<file path="src/hdl/upip_pkg.sv">
/*
  Package of the unified parallel I/O port: register offsets, reset values,
  field positions and the bus request carrier.
  Assumes a 32-bit register port with byte offsets on an 8-bit address.
*/
`default_nettype none

package upip_pkg;

  // ==========================================================================
  // Widths
  localparam int unsigned ADDR_W  = 8;
  localparam int unsigned LINES   = 32;

  // ==========================================================================
  // Register offsets
  localparam logic [7:0] OFS_OUTPUT_ENABLE      = 8'h10;
  localparam logic [7:0] OFS_OUTPUT_DISABLE     = 8'h14;
  localparam logic [7:0] OFS_OUTPUT_STATUS      = 8'h18;
  localparam logic [7:0] OFS_SET_OUTPUT_DATA    = 8'h30;
  localparam logic [7:0] OFS_CLEAR_OUTPUT_DATA  = 8'h34;
  localparam logic [7:0] OFS_OUTPUT_DATA_STATUS = 8'h38;
  localparam logic [7:0] OFS_PIN_LEVEL_STATUS   = 8'h3C;
  localparam logic [7:0] OFS_OPEN_DRAIN_ENABLE  = 8'h40;
  localparam logic [7:0] OFS_OPEN_DRAIN_DISABLE = 8'h44;
  localparam logic [7:0] OFS_OPEN_DRAIN_STATUS  = 8'h48;
  localparam logic [7:0] OFS_CLOCK_ENABLE       = 8'h50;
  localparam logic [7:0] OFS_CLOCK_DISABLE      = 8'h54;
  localparam logic [7:0] OFS_POWER_STATUS       = 8'h58;
  localparam logic [7:0] OFS_CONTROL            = 8'h60;
  localparam logic [7:0] OFS_PIN_FUNCTION_SEL   = 8'h64;
  localparam logic [7:0] OFS_CHANGE_STATUS      = 8'h70;
  localparam logic [7:0] OFS_IRQ_ENABLE         = 8'h74;
  localparam logic [7:0] OFS_IRQ_DISABLE        = 8'h78;
  localparam logic [7:0] OFS_IRQ_MASK           = 8'h7C;

  // ==========================================================================
  // Field positions
  localparam int unsigned CORE_CLK_SEL_BIT = 31;
  localparam int unsigned BUS_WAIT_SEL_BIT = 30;
  localparam int unsigned CLOCK_ON_BIT     = 0;
  localparam int unsigned SOFT_RESET_BIT   = 0;

  // ==========================================================================
  // Reset values
  localparam logic [31:0] RST_OUTPUT_STATUS  = 32'h0000_0000;
  localparam logic [31:0] RST_OUTPUT_DATA    = 32'h0000_0000;
  localparam logic [31:0] RST_OPEN_DRAIN     = 32'h0000_0000;
  localparam logic        RST_POWER_STATUS   = 1'b0;
  localparam logic [1:0]  RST_PIN_FUNCTION   = 2'h0;
  localparam logic [31:0] RST_CHANGE_STATUS  = 32'h0000_0000;
  localparam logic [31:0] RST_IRQ_MASK       = 32'h0000_0000;
  localparam logic [31:0] RST_READ_DATA      = 32'h0000_0000;
  localparam logic [31:0] RST_PIN_LEVEL      = 32'h0000_0000;

  // ==========================================================================
  // Bus request carrier
  typedef struct packed {
    logic [7:0]  addr;
    logic [31:0] wdata;
    logic        wr;
    logic        rd;
  } upip_req_type;

endpackage : upip_pkg

`default_nettype wire

</file>
<file path="src/hdl/upip_port.sv">
/*
  Unified parallel I/O port: 32 lines with direction, output data, open-drain,
  clock gating, change detection with masked interrupt, and two special
  functions on lines 30 and 31.
  Assumes a single-cycle register master on clk and pads that resolve the
  line level from pin_out and pin_oe with an external pull-up.
*/
// How it works
// Function bit 31 set routes core clock onto line 31 instead of port.
// Function bit 30 set connects line 30 to the bus wait input.
// Ones to output enable make lines outputs; ones to disable make inputs.
// Output status shows one per output line; all inputs after reset.
// Ones to set data program one; ones to clear data program zero.
// Output data status returns programmed data, zero after reset.
// Pin level status returns the synchronized level on every line, sampled only while the clock is on.
// Open drain enable makes lines open drain; disable restores push-pull.
// Open drain status shows one per open-drain line, zero after reset.
// Clock enable and disable bit 0 gate the port; power status shows it.
// Registers decode at fixed offsets; gaps are reserved and read zero.
// Any level change on a line while the clock is on sets its change status bit.
// Reading change status clears its set bits.
// Interrupt asserts for a set status bit whose mask bit is enabled.
// Open-drain lines drive only low and release otherwise, except line 31 while function bit 31 routes the core clock onto it.
// Zero bits written to set/clear pairs leave the line unchanged.
`timescale 1ns/1ps
`default_nettype none

module upip_port (
  input  wire logic                  clk,
  input  wire logic                  nrst,
  input  wire upip_pkg::upip_req_type bus_req,
  output logic [31:0]                bus_rdata,
  input  wire logic [31:0]           pin_in,
  output logic [31:0]                pin_out,
  output logic [31:0]                pin_oe,
  input  wire logic                  core_clock_src,
  output logic                       bus_wait_in,
  output logic                       irq
);

  // ==========================================================================
  // State
  logic [31:0] dir_ff;
  logic [31:0] odata_ff;
  logic [31:0] od_ff;
  logic        clk_on_ff;
  logic [1:0]  func_ff;
  logic [31:0] chg_ff;
  logic [31:0] mask_ff;
  logic [31:0] sync1_ff;
  logic [31:0] sync2_ff;
  logic [31:0] level_ff;
  logic [31:0] rdata_ff;

  logic [31:0] nxt_dir;
  logic [31:0] nxt_odata;
  logic [31:0] nxt_od;
  logic        nxt_clk_on;
  logic [1:0]  nxt_func;
  logic [31:0] nxt_chg;
  logic [31:0] nxt_mask;
  logic [31:0] nxt_level;
  logic [31:0] nxt_rdata;

  // ==========================================================================
  // Address decode
  function automatic logic hit(input logic [7:0] a, input logic [7:0] ofs);
    hit = (a == ofs);
  endfunction : hit

  wire logic        wr       = bus_req.wr;
  wire logic        rd       = bus_req.rd;
  wire logic [7:0]  a        = bus_req.addr;
  wire logic [31:0] wd       = bus_req.wdata;

  wire logic wr_oen   = wr & hit(a, upip_pkg::OFS_OUTPUT_ENABLE);
  wire logic wr_odis  = wr & hit(a, upip_pkg::OFS_OUTPUT_DISABLE);
  wire logic wr_dset  = wr & hit(a, upip_pkg::OFS_SET_OUTPUT_DATA);
  wire logic wr_dclr  = wr & hit(a, upip_pkg::OFS_CLEAR_OUTPUT_DATA);
  wire logic wr_oden  = wr & hit(a, upip_pkg::OFS_OPEN_DRAIN_ENABLE);
  wire logic wr_oddis = wr & hit(a, upip_pkg::OFS_OPEN_DRAIN_DISABLE);
  wire logic wr_cken  = wr & hit(a, upip_pkg::OFS_CLOCK_ENABLE);
  wire logic wr_ckdis = wr & hit(a, upip_pkg::OFS_CLOCK_DISABLE);
  wire logic wr_ctrl  = wr & hit(a, upip_pkg::OFS_CONTROL);
  wire logic wr_func  = wr & hit(a, upip_pkg::OFS_PIN_FUNCTION_SEL);
  wire logic wr_ien   = wr & hit(a, upip_pkg::OFS_IRQ_ENABLE);
  wire logic wr_idis  = wr & hit(a, upip_pkg::OFS_IRQ_DISABLE);
  wire logic rd_chg   = rd & hit(a, upip_pkg::OFS_CHANGE_STATUS);

  // Software reset clears all but the power status and the pin level status
  wire logic soft_rst = wr_ctrl & wd[upip_pkg::SOFT_RESET_BIT];

  wire logic clk_sel  = func_ff[1];
  wire logic wait_sel = func_ff[0];

  // ==========================================================================
  // Next-state logic
  wire logic [31:0] change = clk_on_ff ? (sync2_ff ^ level_ff) : 32'h0000_0000;

  assign nxt_dir    = soft_rst ? upip_pkg::RST_OUTPUT_STATUS :
                      (dir_ff | (wr_oen ? wd : 32'h0000_0000))
                      & ~(wr_odis ? wd : 32'h0000_0000);
  assign nxt_odata  = soft_rst ? upip_pkg::RST_OUTPUT_DATA :
                      (odata_ff | (wr_dset ? wd : 32'h0000_0000))
                      & ~(wr_dclr ? wd : 32'h0000_0000);
  assign nxt_od     = soft_rst ? upip_pkg::RST_OPEN_DRAIN :
                      (od_ff | (wr_oden ? wd : 32'h0000_0000))
                      & ~(wr_oddis ? wd : 32'h0000_0000);
  assign nxt_clk_on = (clk_on_ff | (wr_cken & wd[upip_pkg::CLOCK_ON_BIT]))
                      & ~(wr_ckdis & wd[upip_pkg::CLOCK_ON_BIT]);
  assign nxt_func   = soft_rst ? upip_pkg::RST_PIN_FUNCTION :
                      wr_func ? {wd[upip_pkg::CORE_CLK_SEL_BIT], wd[upip_pkg::BUS_WAIT_SEL_BIT]}
                              : func_ff;
  assign nxt_mask   = soft_rst ? upip_pkg::RST_IRQ_MASK :
                      (mask_ff | (wr_ien ? wd : 32'h0000_0000))
                      & ~(wr_idis ? wd : 32'h0000_0000);
  // A change in the read cycle survives the clear
  assign nxt_chg    = ((soft_rst | rd_chg) ? 32'h0000_0000 : chg_ff) | change;
  assign nxt_level  = clk_on_ff ? sync2_ff : level_ff;

  // ==========================================================================
  // Read mux
  logic [31:0] rd_val;
  always_comb
  begin
    rd_val = 32'h0000_0000;
    unique case (a)
      upip_pkg::OFS_OUTPUT_STATUS:      rd_val = dir_ff;
      upip_pkg::OFS_OUTPUT_DATA_STATUS: rd_val = odata_ff;
      upip_pkg::OFS_PIN_LEVEL_STATUS:   rd_val = level_ff;
      upip_pkg::OFS_OPEN_DRAIN_STATUS:  rd_val = od_ff;
      upip_pkg::OFS_POWER_STATUS:       rd_val = {31'h0, clk_on_ff};
      upip_pkg::OFS_PIN_FUNCTION_SEL:   rd_val = {func_ff, 30'h0};
      upip_pkg::OFS_CHANGE_STATUS:      rd_val = chg_ff;
      upip_pkg::OFS_IRQ_MASK:           rd_val = mask_ff;
      default:                          rd_val = 32'h0000_0000;
    endcase
  end
  assign nxt_rdata = rd ? rd_val : upip_pkg::RST_READ_DATA;

  // ==========================================================================
  // Registers
  always_ff @(posedge clk)
  begin
    sync1_ff <= pin_in;
    sync2_ff <= sync1_ff;
  end

  always_ff @(posedge clk)
  begin
    if (!nrst)
    begin
      dir_ff    <= upip_pkg::RST_OUTPUT_STATUS;
      odata_ff  <= upip_pkg::RST_OUTPUT_DATA;
      od_ff     <= upip_pkg::RST_OPEN_DRAIN;
      clk_on_ff <= upip_pkg::RST_POWER_STATUS;
      func_ff   <= upip_pkg::RST_PIN_FUNCTION;
      chg_ff    <= upip_pkg::RST_CHANGE_STATUS;
      mask_ff   <= upip_pkg::RST_IRQ_MASK;
      level_ff  <= upip_pkg::RST_PIN_LEVEL;
      rdata_ff  <= upip_pkg::RST_READ_DATA;
    end
    else
    begin
      dir_ff    <= nxt_dir;
      odata_ff  <= nxt_odata;
      od_ff     <= nxt_od;
      clk_on_ff <= nxt_clk_on;
      func_ff   <= nxt_func;
      chg_ff    <= nxt_chg;
      mask_ff   <= nxt_mask;
      level_ff  <= nxt_level;
      rdata_ff  <= nxt_rdata;
    end
  end

  // ==========================================================================
  // Pin drive
  wire logic [31:0] pp_oe   = dir_ff & ~od_ff;
  wire logic [31:0] od_oe   = dir_ff & od_ff & ~odata_ff;
  wire logic [31:0] line_oe = pp_oe | od_oe;
  wire logic [31:0] line_do = odata_ff & ~od_ff;

  always_comb
  begin
    pin_oe  = line_oe;
    pin_out = line_do;
    if (clk_sel)
    begin
      pin_out[31] = core_clock_src;
      pin_oe[31]  = dir_ff[31];
    end
    if (wait_sel)
    begin
      pin_out[30] = 1'b0;
      pin_oe[30]  = 1'b0;
    end
  end

  assign bus_wait_in = wait_sel ? sync2_ff[30] : 1'b1;
  assign irq         = |(chg_ff & mask_ff);
  assign bus_rdata   = rdata_ff;
endmodule : upip_port

`default_nettype wire
</file>
<file path="config.mk">
export PLATFORM = sky130hd
export DESIGN_NAME = upip_port
export DESIGN_NICKNAME = d
export VERILOG_FILES = /design/src/hdl/upip_pkg.sv /design/src/hdl/upip_port.sv
export SDC_FILE = /design/constraint.sdc
export NUM_CORES = 1
export LEC_CHECK = 0
export BUFFER_PORTS_ARGS = -buffer_cell sky130_fd_sc_hd__buf_2
export CAP_MARGIN = 20
export CORE_MARGIN = 3
export CORE_UTILIZATION = 25
export DETAILED_ROUTE_END_ITERATION = 6
export HOLD_SLACK_MARGIN = 0.03
export PLACE_DENSITY = 0.5
export SETUP_SLACK_MARGIN = 0.15
export SKIP_CTS_REPAIR_TIMING = 1
export SLEW_MARGIN = 20
export SYNTH_ARGS = -nofsm -noshare
export SYNTH_HDL_FRONTEND = slang
export SYNTH_SLANG_ARGS = --single-unit
</file>
<file path="constraint.sdc">
create_clock -name clk -period 6.4 [get_ports clk]
set_input_delay 1.92 -clock clk [delete_from_list [all_inputs] [get_ports clk]]
set_output_delay 1.92 -clock clk [all_outputs]
set_load 0.02 [all_outputs]
</file>
* Word-level counts from Yosys, hierarchy flattened
Index checks and enable logic that the tools add are counted.
** Word-level totals
- Register bits after elaboration :: 291
- Input port bits :: 77
- Output and inout port bits :: 98
- Logic and storage cells :: 92
** Operators by class
- Equality and inequality tests :: 19
- Multiplexer cells :: 16
- Bitwise logic cells :: 43
- Reductions and logical operators :: 3
** Operator list (number)
- $mux W32 :: 10
- $and A32 B32 Y32 :: 9
- $pmux W32 S8 :: 1
- $not A32 Y32 :: 6
- $or A32 B32 Y32 :: 6
- $eq A8 B7 Y1 const B :: 12
- $eq A8 B6 Y1 const B :: 4
- $reduce_or A32 Y1 :: 1
- $xor A32 B32 Y32 :: 1
- $eq A8 B5 Y1 const B :: 3
- $and A1 B1 Y1 :: 17
- $mux W1 :: 5
- $not A1 Y1 :: 2
- $or A1 B1 Y1 :: 2
- $reduce_and A2 Y1 :: 1
- $reduce_or A2 Y1 :: 1

* Longest topological paths before layout
Gate-level depths: netlist (run 1).
- Depth in word-level cells :: 6
- Mapped depth :: 8

* Least setup slack after synthesis (run 1)
Ideal clock, no wire load.
- Path kind :: input to output
- Start :: input port core_clock_src
- End :: output port pin_out[31]
- Arrival time :: 2.203 ns
- Data required time :: 4.480 ns
- Slack :: 2.277 ns
- Stages on the path :: 1
- Path buffers :: 0
- Cells stage by stage :: a22o_1
** Between the ends
- Longest elaborated chain between the ends :: 1
** Ends and longest elaborated chain
- start: declaration :: RTL line upip_port.sv:36 : input wire logic core_clock_src,
- $mux W1 :: RTL line upip_port.sv:188 : if (clk_sel)
- end: declaration :: RTL line upip_port.sv:34 : output logic [31:0] pin_out,
No other way between the ends.

* Worst setup path after layout (run 1)
Ends and elaborated chain as after synthesis.

==> results of run 1 <==
==> metal layers <==
layer  up-vias  track usage (%)  wire (um)
met2       350            28.83      20260
li1       4441                -          -
met1      4498            22.84      18640
met5         -                0         36
met4         6            7.241       1513
met3        97            3.657       2758
==> metrics by stage <==
step / hold slack [ps] / cell area (sq um) / total power [uW] / util [%] / setup WS (ps)
3_5_place_dp: 312.1 / 12630 / 2024 / 28.44 / 1871
2_1_floorplan: 309.6 / 11290 / 1965 / - / 2277
6_report: 324.2 / 13850 / 4078 / 31.18 / 2087
5_1_grt: 326.8 / 13850 / 4202 / 31.18 / 2072
3_3_place_gp: 313.7 / 12630 / 2023 / 28.44 / 1882
4_1_cts: 325.2 / 13840 / 4131 / 31.16 / 2085
==> how the worst min path moves through the flow <==
stage,start,endpoint,slack [ps]
finish,sync1_ff[15]$_DFF_P_,sync2_ff[15]$_DFF_P_,320
global route,sync1_ff[4]$_DFF_P_,sync2_ff[4]$_DFF_P_,330
CTS,sync1_ff[4]$_DFF_P_,sync2_ff[4]$_DFF_P_,330
detailed placement,sync1_ff[4]$_DFF_P_,sync2_ff[4]$_DFF_P_,310
global placement,sync1_ff[30]$_DFF_P_,sync2_ff[30]$_DFF_P_,310
floorplan,sync1_ff[0]$_DFF_P_,sync2_ff[0]$_DFF_P_,310
==> cell usage after synthesis, drive strengths merged <==
cell type	instances
a211oi	127
a21boi	30
a21o	3
a21oi	162
a222oi	14
a22o	25
a22oi	48
a311oi	2
a31oi	6
a32o	2
and2	3
and3	5
and4	1
buf	75
clkbuf	43
dfxtp	291
inv	2
mux2	1
mux2i	38
nand2	30
nand2b	2
nand3	6
nand4	4
nand4b	2
nor2	16
nor2b	62
nor3	9
nor3b	2
nor4	2
nor4b	2
nor4bb	2
o21a	1
o21ai	14
o221a	1
o2bb2ai	48
o311ai	1
o41ai	1
or3b	1
or4	1
or4b	1
xnor2	32
==> area by class of cell <==
type | count | area, sq um
tap | 592 | 740.7
antenna | 2 | 5.005
clock buffer | 49 | 1051
clock inverter | 11 | 157.7
inverter | 2 | 7.507
fill | 4545 | 30560
sequential | 291 | 5827
multi-input combinational | 707 | 4997
timing repair buffer | 198 | 1064
==> power groups by stage <==
stage               sequential [uW]  combinational (uW)  clock [uW]
floorplan                      1880                83.2           0
global placement               1890                 133           0
detailed placement             1890                 135           0
CTS                            1850                 135        2150
global route                   1850                 145        2210
finish                         1850                 136        2090
==> worst max-delay path, stage by stage <==
cell and delay (ps):
buf_2 100, a22o_1 220, buf_2 160
==> cells by family after synthesis <==
logic type / Yosys count / share of synthesized area (%)
simple gates: 151 / 7.989
buf+inv: 120 / 4.886
flops: 291 / 51.59
mux: 39 / 3.468
compound gates: 485 / 29.58
xor+xnor: 32 / 2.482
==> cells in the final DEF (no fill, tap or decap), types with 25 or more instances in the layout <==
cell	instances
nor2b_1	62
xnor2_1	32
a22oi_1	48
mux2i_1	38
clkbuf_16	37
nand2_1	29
a21oi_1	161
a22o_1	25
a211oi_1	127
a21boi_0	30
dfxtp_1	290
o2bb2ai_1	48
buf_2	174
==> metrics.yaml, run 1 <==
drtIter0Drc: 565
core.rowCount: 77
core_area_sq_mm: 0.04441
crit_end: "pin_out[31]"
cp.arrival_ps: 2390
r2r_slack_ps: 4490
vdd_ir_drop_max_uv: 142.1
finalWirelength_um: 43210
pwr-share-seq_pct: 45.3
antenna_found_initial: 4
synth_nets: 1195
grt_max_degree: 131
layout_min_cycle_time_ps: 4313
max_freq_mhz: 231.9
grt_pass1_wl_um: 63140
cp-start-kind: "primary input"
overflow: 0
drive_gt1_share_pct: 22.26
ys_ff_latch: 291
cts-htree-levels: 2
die_x_um: 218.5
p_int_uw: 3179
setup_tns_ps: 0
yosys_warnings: 0
vias: 9392
p_per_area_mw_per_mm2: 294.5
combPwrFrac_pct: 3.3
die_h_um: 218.5
route.detailed.drc: 0
cts_root_buffer: "clkbuf_16"
hold_viol: 0
synth_area_sq_mm: 0.01129
syn_avg_cell_area_sq_um: 10.10
yosysTopAreaCell: "dfxtp_1"
dp.cells: 1790
critPathKind: "in -> out"
ff2ff_path_depth: 5
cp-startpoint: "core_clock_src"
wire_per_inst_um: 23.33
ys_types: 51
synth_area_leaders: "dfxtp_1, a211oi_1, a21oi_1"
port_buffers: 174
clockBufferDepth: 3
whs_path_depth: 0
p_sw_share_pct: 22.05
stdcell_count: 1852
leakage_uw: 0.004763
timing.final.crit_share_pct: 67.38
ios: 175
ys_seq_area_share_pct: 51.59
dieArea_sq_mm: 0.04776
path_clk_slew_ps: 50
final.setup_skew_ps: 20.31
crit_path_end_kind: "output pin"
globalplace.congestion: 0.8063
viasPerCell: 5.071
worstHoldPathType: "reg -> reg"
tritoncts: "built"
ant_nets: 0
area_growth_pct: 22.65
final_max_slew_viol_count: 0
cts_num_sinks: 291
tightest_slew_ps: 1133
r2r-start: "clk_on_ff$_SDFF_PN0_"
rsz0062_at_grt: "false"
status: "finished, final reports clean"
start_util_pct: 25.42
grt_pass1_vias: 9346
clk_latency_ps: 540
slew-limit-headroom_pct: 24.25
numCtsBuffers: 36
drtPass1Iterations: 5
grt_usage_pct: 17.70
synth_cells: 1118
yosys.area.top_type_share_pct: 51.59
clockPowerShare_pct: 51.3
r2r_end: "bus_rdata[0]$_SDFF_PN0_"
drv_cap: 0
crit_fanout: 1
crit_required_ps: 4480
dp_hpwl_um: 28580
fin_nets: 1313
setup_violations: 0
switchingPower_uw: 899.1
No activity file was read; power rests on OpenSTA's default activity.
==> run 2: changes to the inputs <==
--- a/config.mk
+++ b/config.mk
@@ -5,13 +5,14 @@
 export SDC_FILE = /design/constraint.sdc
 export NUM_CORES = 1
 export LEC_CHECK = 0
+export ABC_AREA = 1
 export BUFFER_PORTS_ARGS = -buffer_cell sky130_fd_sc_hd__buf_2
 export CAP_MARGIN = 20
 export CORE_MARGIN = 3
 export CORE_UTILIZATION = 25
 export DETAILED_ROUTE_END_ITERATION = 6
 export HOLD_SLACK_MARGIN = 0.03
-export PLACE_DENSITY = 0.5
+export PLACE_DENSITY = 0.49
 export SETUP_SLACK_MARGIN = 0.15
 export SKIP_CTS_REPAIR_TIMING = 1
 export SLEW_MARGIN = 20
==> constraint.sdc (replaced) <==
create_clock -name clk -period 4.3 [get_ports clk]
set_input_delay 1.29 -clock clk [delete_from_list [all_inputs] [get_ports clk]]
set_output_delay 1.29 -clock clk [all_outputs]
set_load 0.02 [all_outputs]
==> run 2 against run 1 <==
Effect of this change: hold slack lost 8.0 ps; clock power grew 46%; first-iteration DRC count grew 66%; synthesized area grew 8.6%; die area grew 8.3%; critical path depth grew 1; global-route usage shrank 1.1 points; sequential power grew 49%; final area grew 7.0%; via count grew 25%.
==> metrics.yaml, run 2 <==
status: "finished, final reports clean"
path_clk_slew_ps: 60
yosys_warnings: 0
synth_most_common_cell: "nand2_1"
drtIter0Drc: 937
cts_num_sinks: 291
cp.arrival_ps: 1960
leakage_uw: 0.006403
hold_viol: 0
antenna_found_initial: 7
tightest_slew_ps: 1088
r2r-start: "clk_on_ff$_SDFF_PN0_"
r2r_slack_ps: 2650
final_cell_mix: "nand2_1, dfxtp_1, nor2_1"
ys_ff_latch: 291
layout_min_cycle_time_ps: 3245
overflow: 0
crit_fanout: 3
synth_edf_count: 0
slew-limit-headroom_pct: 27.38
crit_path_end_kind: "output pin"
ys_top_cells_by_count: "nand2_1, dfxtp_1, nor2_1"
rsz0062_at_grt: "false"
finalWorstSetupSlack_ps: 1055
die_x_um: 227.5
cts-htree-levels: 2
timing.final.crit_share_pct: 75.48
switchingPower_uw: 1387
final.setup_skew_ps: 10.66
pwr-share-seq_pct: 45.8
p_per_area_mw_per_mm2: 405.2
fin_nets: 1943
yosysTopAreaCell: "dfxtp_1"
vdd_ir_drop_max_uv: 194.1
min_from: "sync1_ff[10]$_DFF_P_"
drv_cap: 0
ys_types: 23
ff2ff_path_depth: 4
combPwrFrac_pct: 3.4
core_area_sq_mm: 0.04805
tritoncts: "built"
max_freq_mhz: 308.1
r2r_end: "chg_ff[3]$_SDFF_PN0_"
yosys.area.top_type_share_pct: 47.51
finalWirelength_um: 44230
ant_nets: 0
clockBufferDepth: 3
start_util_pct: 25.52
syn_avg_cell_area_sq_um: 6.975
dp_hpwl_um: 30560
port_buffers: 174
cp-start-kind: "flop"
n_fill_cell: 5208
final_common_cell: "nand2_1"
grt_usage_pct: 16.61
core.rowCount: 80
ys_seq_area_share_pct: 47.51
whs_path_depth: 0
critPathKind: "reg -> out"
grt_max_degree: 126
hold_end: "sync2_ff[10]$_DFF_P_"
p_int_uw: 4619
viasPerCell: 4.686
wire_per_inst_um: 17.64
synth_cells: 1758
grt_pass1_wl_um: 65740
drive_gt1_share_pct: 15.06
vias: 11750
ios: 175
dp_slack_ps: 1027
cts_root_buffer: "clkbuf_16"
drtPass1Iterations: 6
synth_async_sr_flop_share_pct: 0
die_h_um: 227.5
dominantRegCellSynth: "dfxtp_1"
final_max_slew_viol_count: 0
synth_area_sq_mm: 0.01226
route.detailed.drc: 0
clockPowerShare_pct: 50.8
setup_tns_ps: 0
numCtsBuffers: 36
synth_area_leaders: "dfxtp_1, nand2_1, a21oi_1"
grt_pass1_vias: 10650
area_growth_pct: 20.90
setup_violations: 0
clk_latency_ps: 540
globalplace.congestion: 0.8618
crit_required_ps: 3010
synth_nets: 1835
dieArea_sq_mm: 0.05174
p_sw_share_pct: 23.10
worstHoldPathType: "reg -> reg"
run 2: cell count changes in the layout (fill, tap and decap cells not counted), moves of 14 or more:
cell       delta
inv_1        +75
a22oi_1      -48
a211oi_1    -127
a22o_1       -24
a222oi_1     -14
xnor2_1      -32
o2bb2ai_1    -48
nand3_1     +222
nor2_1      +257
nor2b_1      -62
mux2i_1      -38
a21oi_1      +68
nand2_1     +373
o21ai_0      +53
run 2: cell families after synthesis:
logic type / share of synthesized area (%)
and+or+nand+nor: 31.22
AOI/OAI and AO/OA: 13.95
DFF: 47.51
buffers and inverters: 7.316
run 2: area by class of cell:
type / instances / area (sq um) / area share, %
flip-flops and latches: 291 / 5826 / 39.30
multi-input cells: 1253 / 5587 / 37.69
clock buffers: 48 / 1047 / 7.064
repair buffers: 204 / 1146 / 7.731
diodes: 1 / 2.502 / 0.01688
well taps: 615 / 769.5 / 5.191
clock inverters: 16 / 145.1 / 0.9791
inverters: 80 / 301.5 / 2.034
run 2: worst max-delay path, cell delays in order, from the launching register on:
cell and delay (ps):
dfxtp_1 340, a22o_1 290, nor3_1 220, nand4_1 300
buf_2 270
run 2: routing by layer:
| layer | GRT usage [%] | up-vias | part of all wire [%] |
|---|---|---|---|
| met2 | 24.63 | 389 | 43 |
| met5 | 0 | - | 0.16 |
| met4 | 5.972 | 12 | 2.7 |
| met1 | 23.84 | 5369 | 47 |
| li1 | - | 5911 | - |
| met3 | 3.378 | 72 | 6.9 |
run 2: power groups by stage:
stage / clock, uW / sequential, uW / combinational (uW)
after detailed placement: 0 / 2810 / 204
after CTS: 3130 / 2750 / 205
after floorplan: 0 / 2800 / 126
after global routing: 3230 / 2750 / 225
after global placement: 0 / 2810 / 202
final: 3050 / 2750 / 206
run 2: worst max-delay path by stage:
stage | startpoint | endpoint | slack [ps]
2_1_floorplan | core_clock_src | pin_out[31] | 1460
3_3_place_gp | bus_req[41] | mask_ff[7]$_SDFF_PP0_ | 1070
3_5_place_dp | bus_req[41] | mask_ff[4]$_SDFF_PP0_ | 1030
4_1_cts | chg_ff[10]$_SDFF_PN0_ | irq | 1020
5_1_grt | chg_ff[10]$_SDFF_PN0_ | irq | 1010
6_report | chg_ff[29]$_SDFF_PN0_ | irq | 1050
run 2: metrics by stage:
| step | utilization [%] | instances | area [sq um] | hold WS, ps | power [uW] |
|---|---|---|---|---|---|
| floorplan | - | 1758 | 12260 | 309.6 | 2927 |
| global placement | 28.37 | 2443 | 13630 | 311.4 | 3012 |
| detailed placement | 28.37 | 2443 | 13630 | 312.1 | 3015 |
| CTS | 30.85 | 2507 | 14820 | 319.1 | 6088 |
| global route | 30.85 | 2508 | 14820 | 325.1 | 6205 |
| finish | 30.85 | 2508 | 14820 | 316.2 | 6006 |
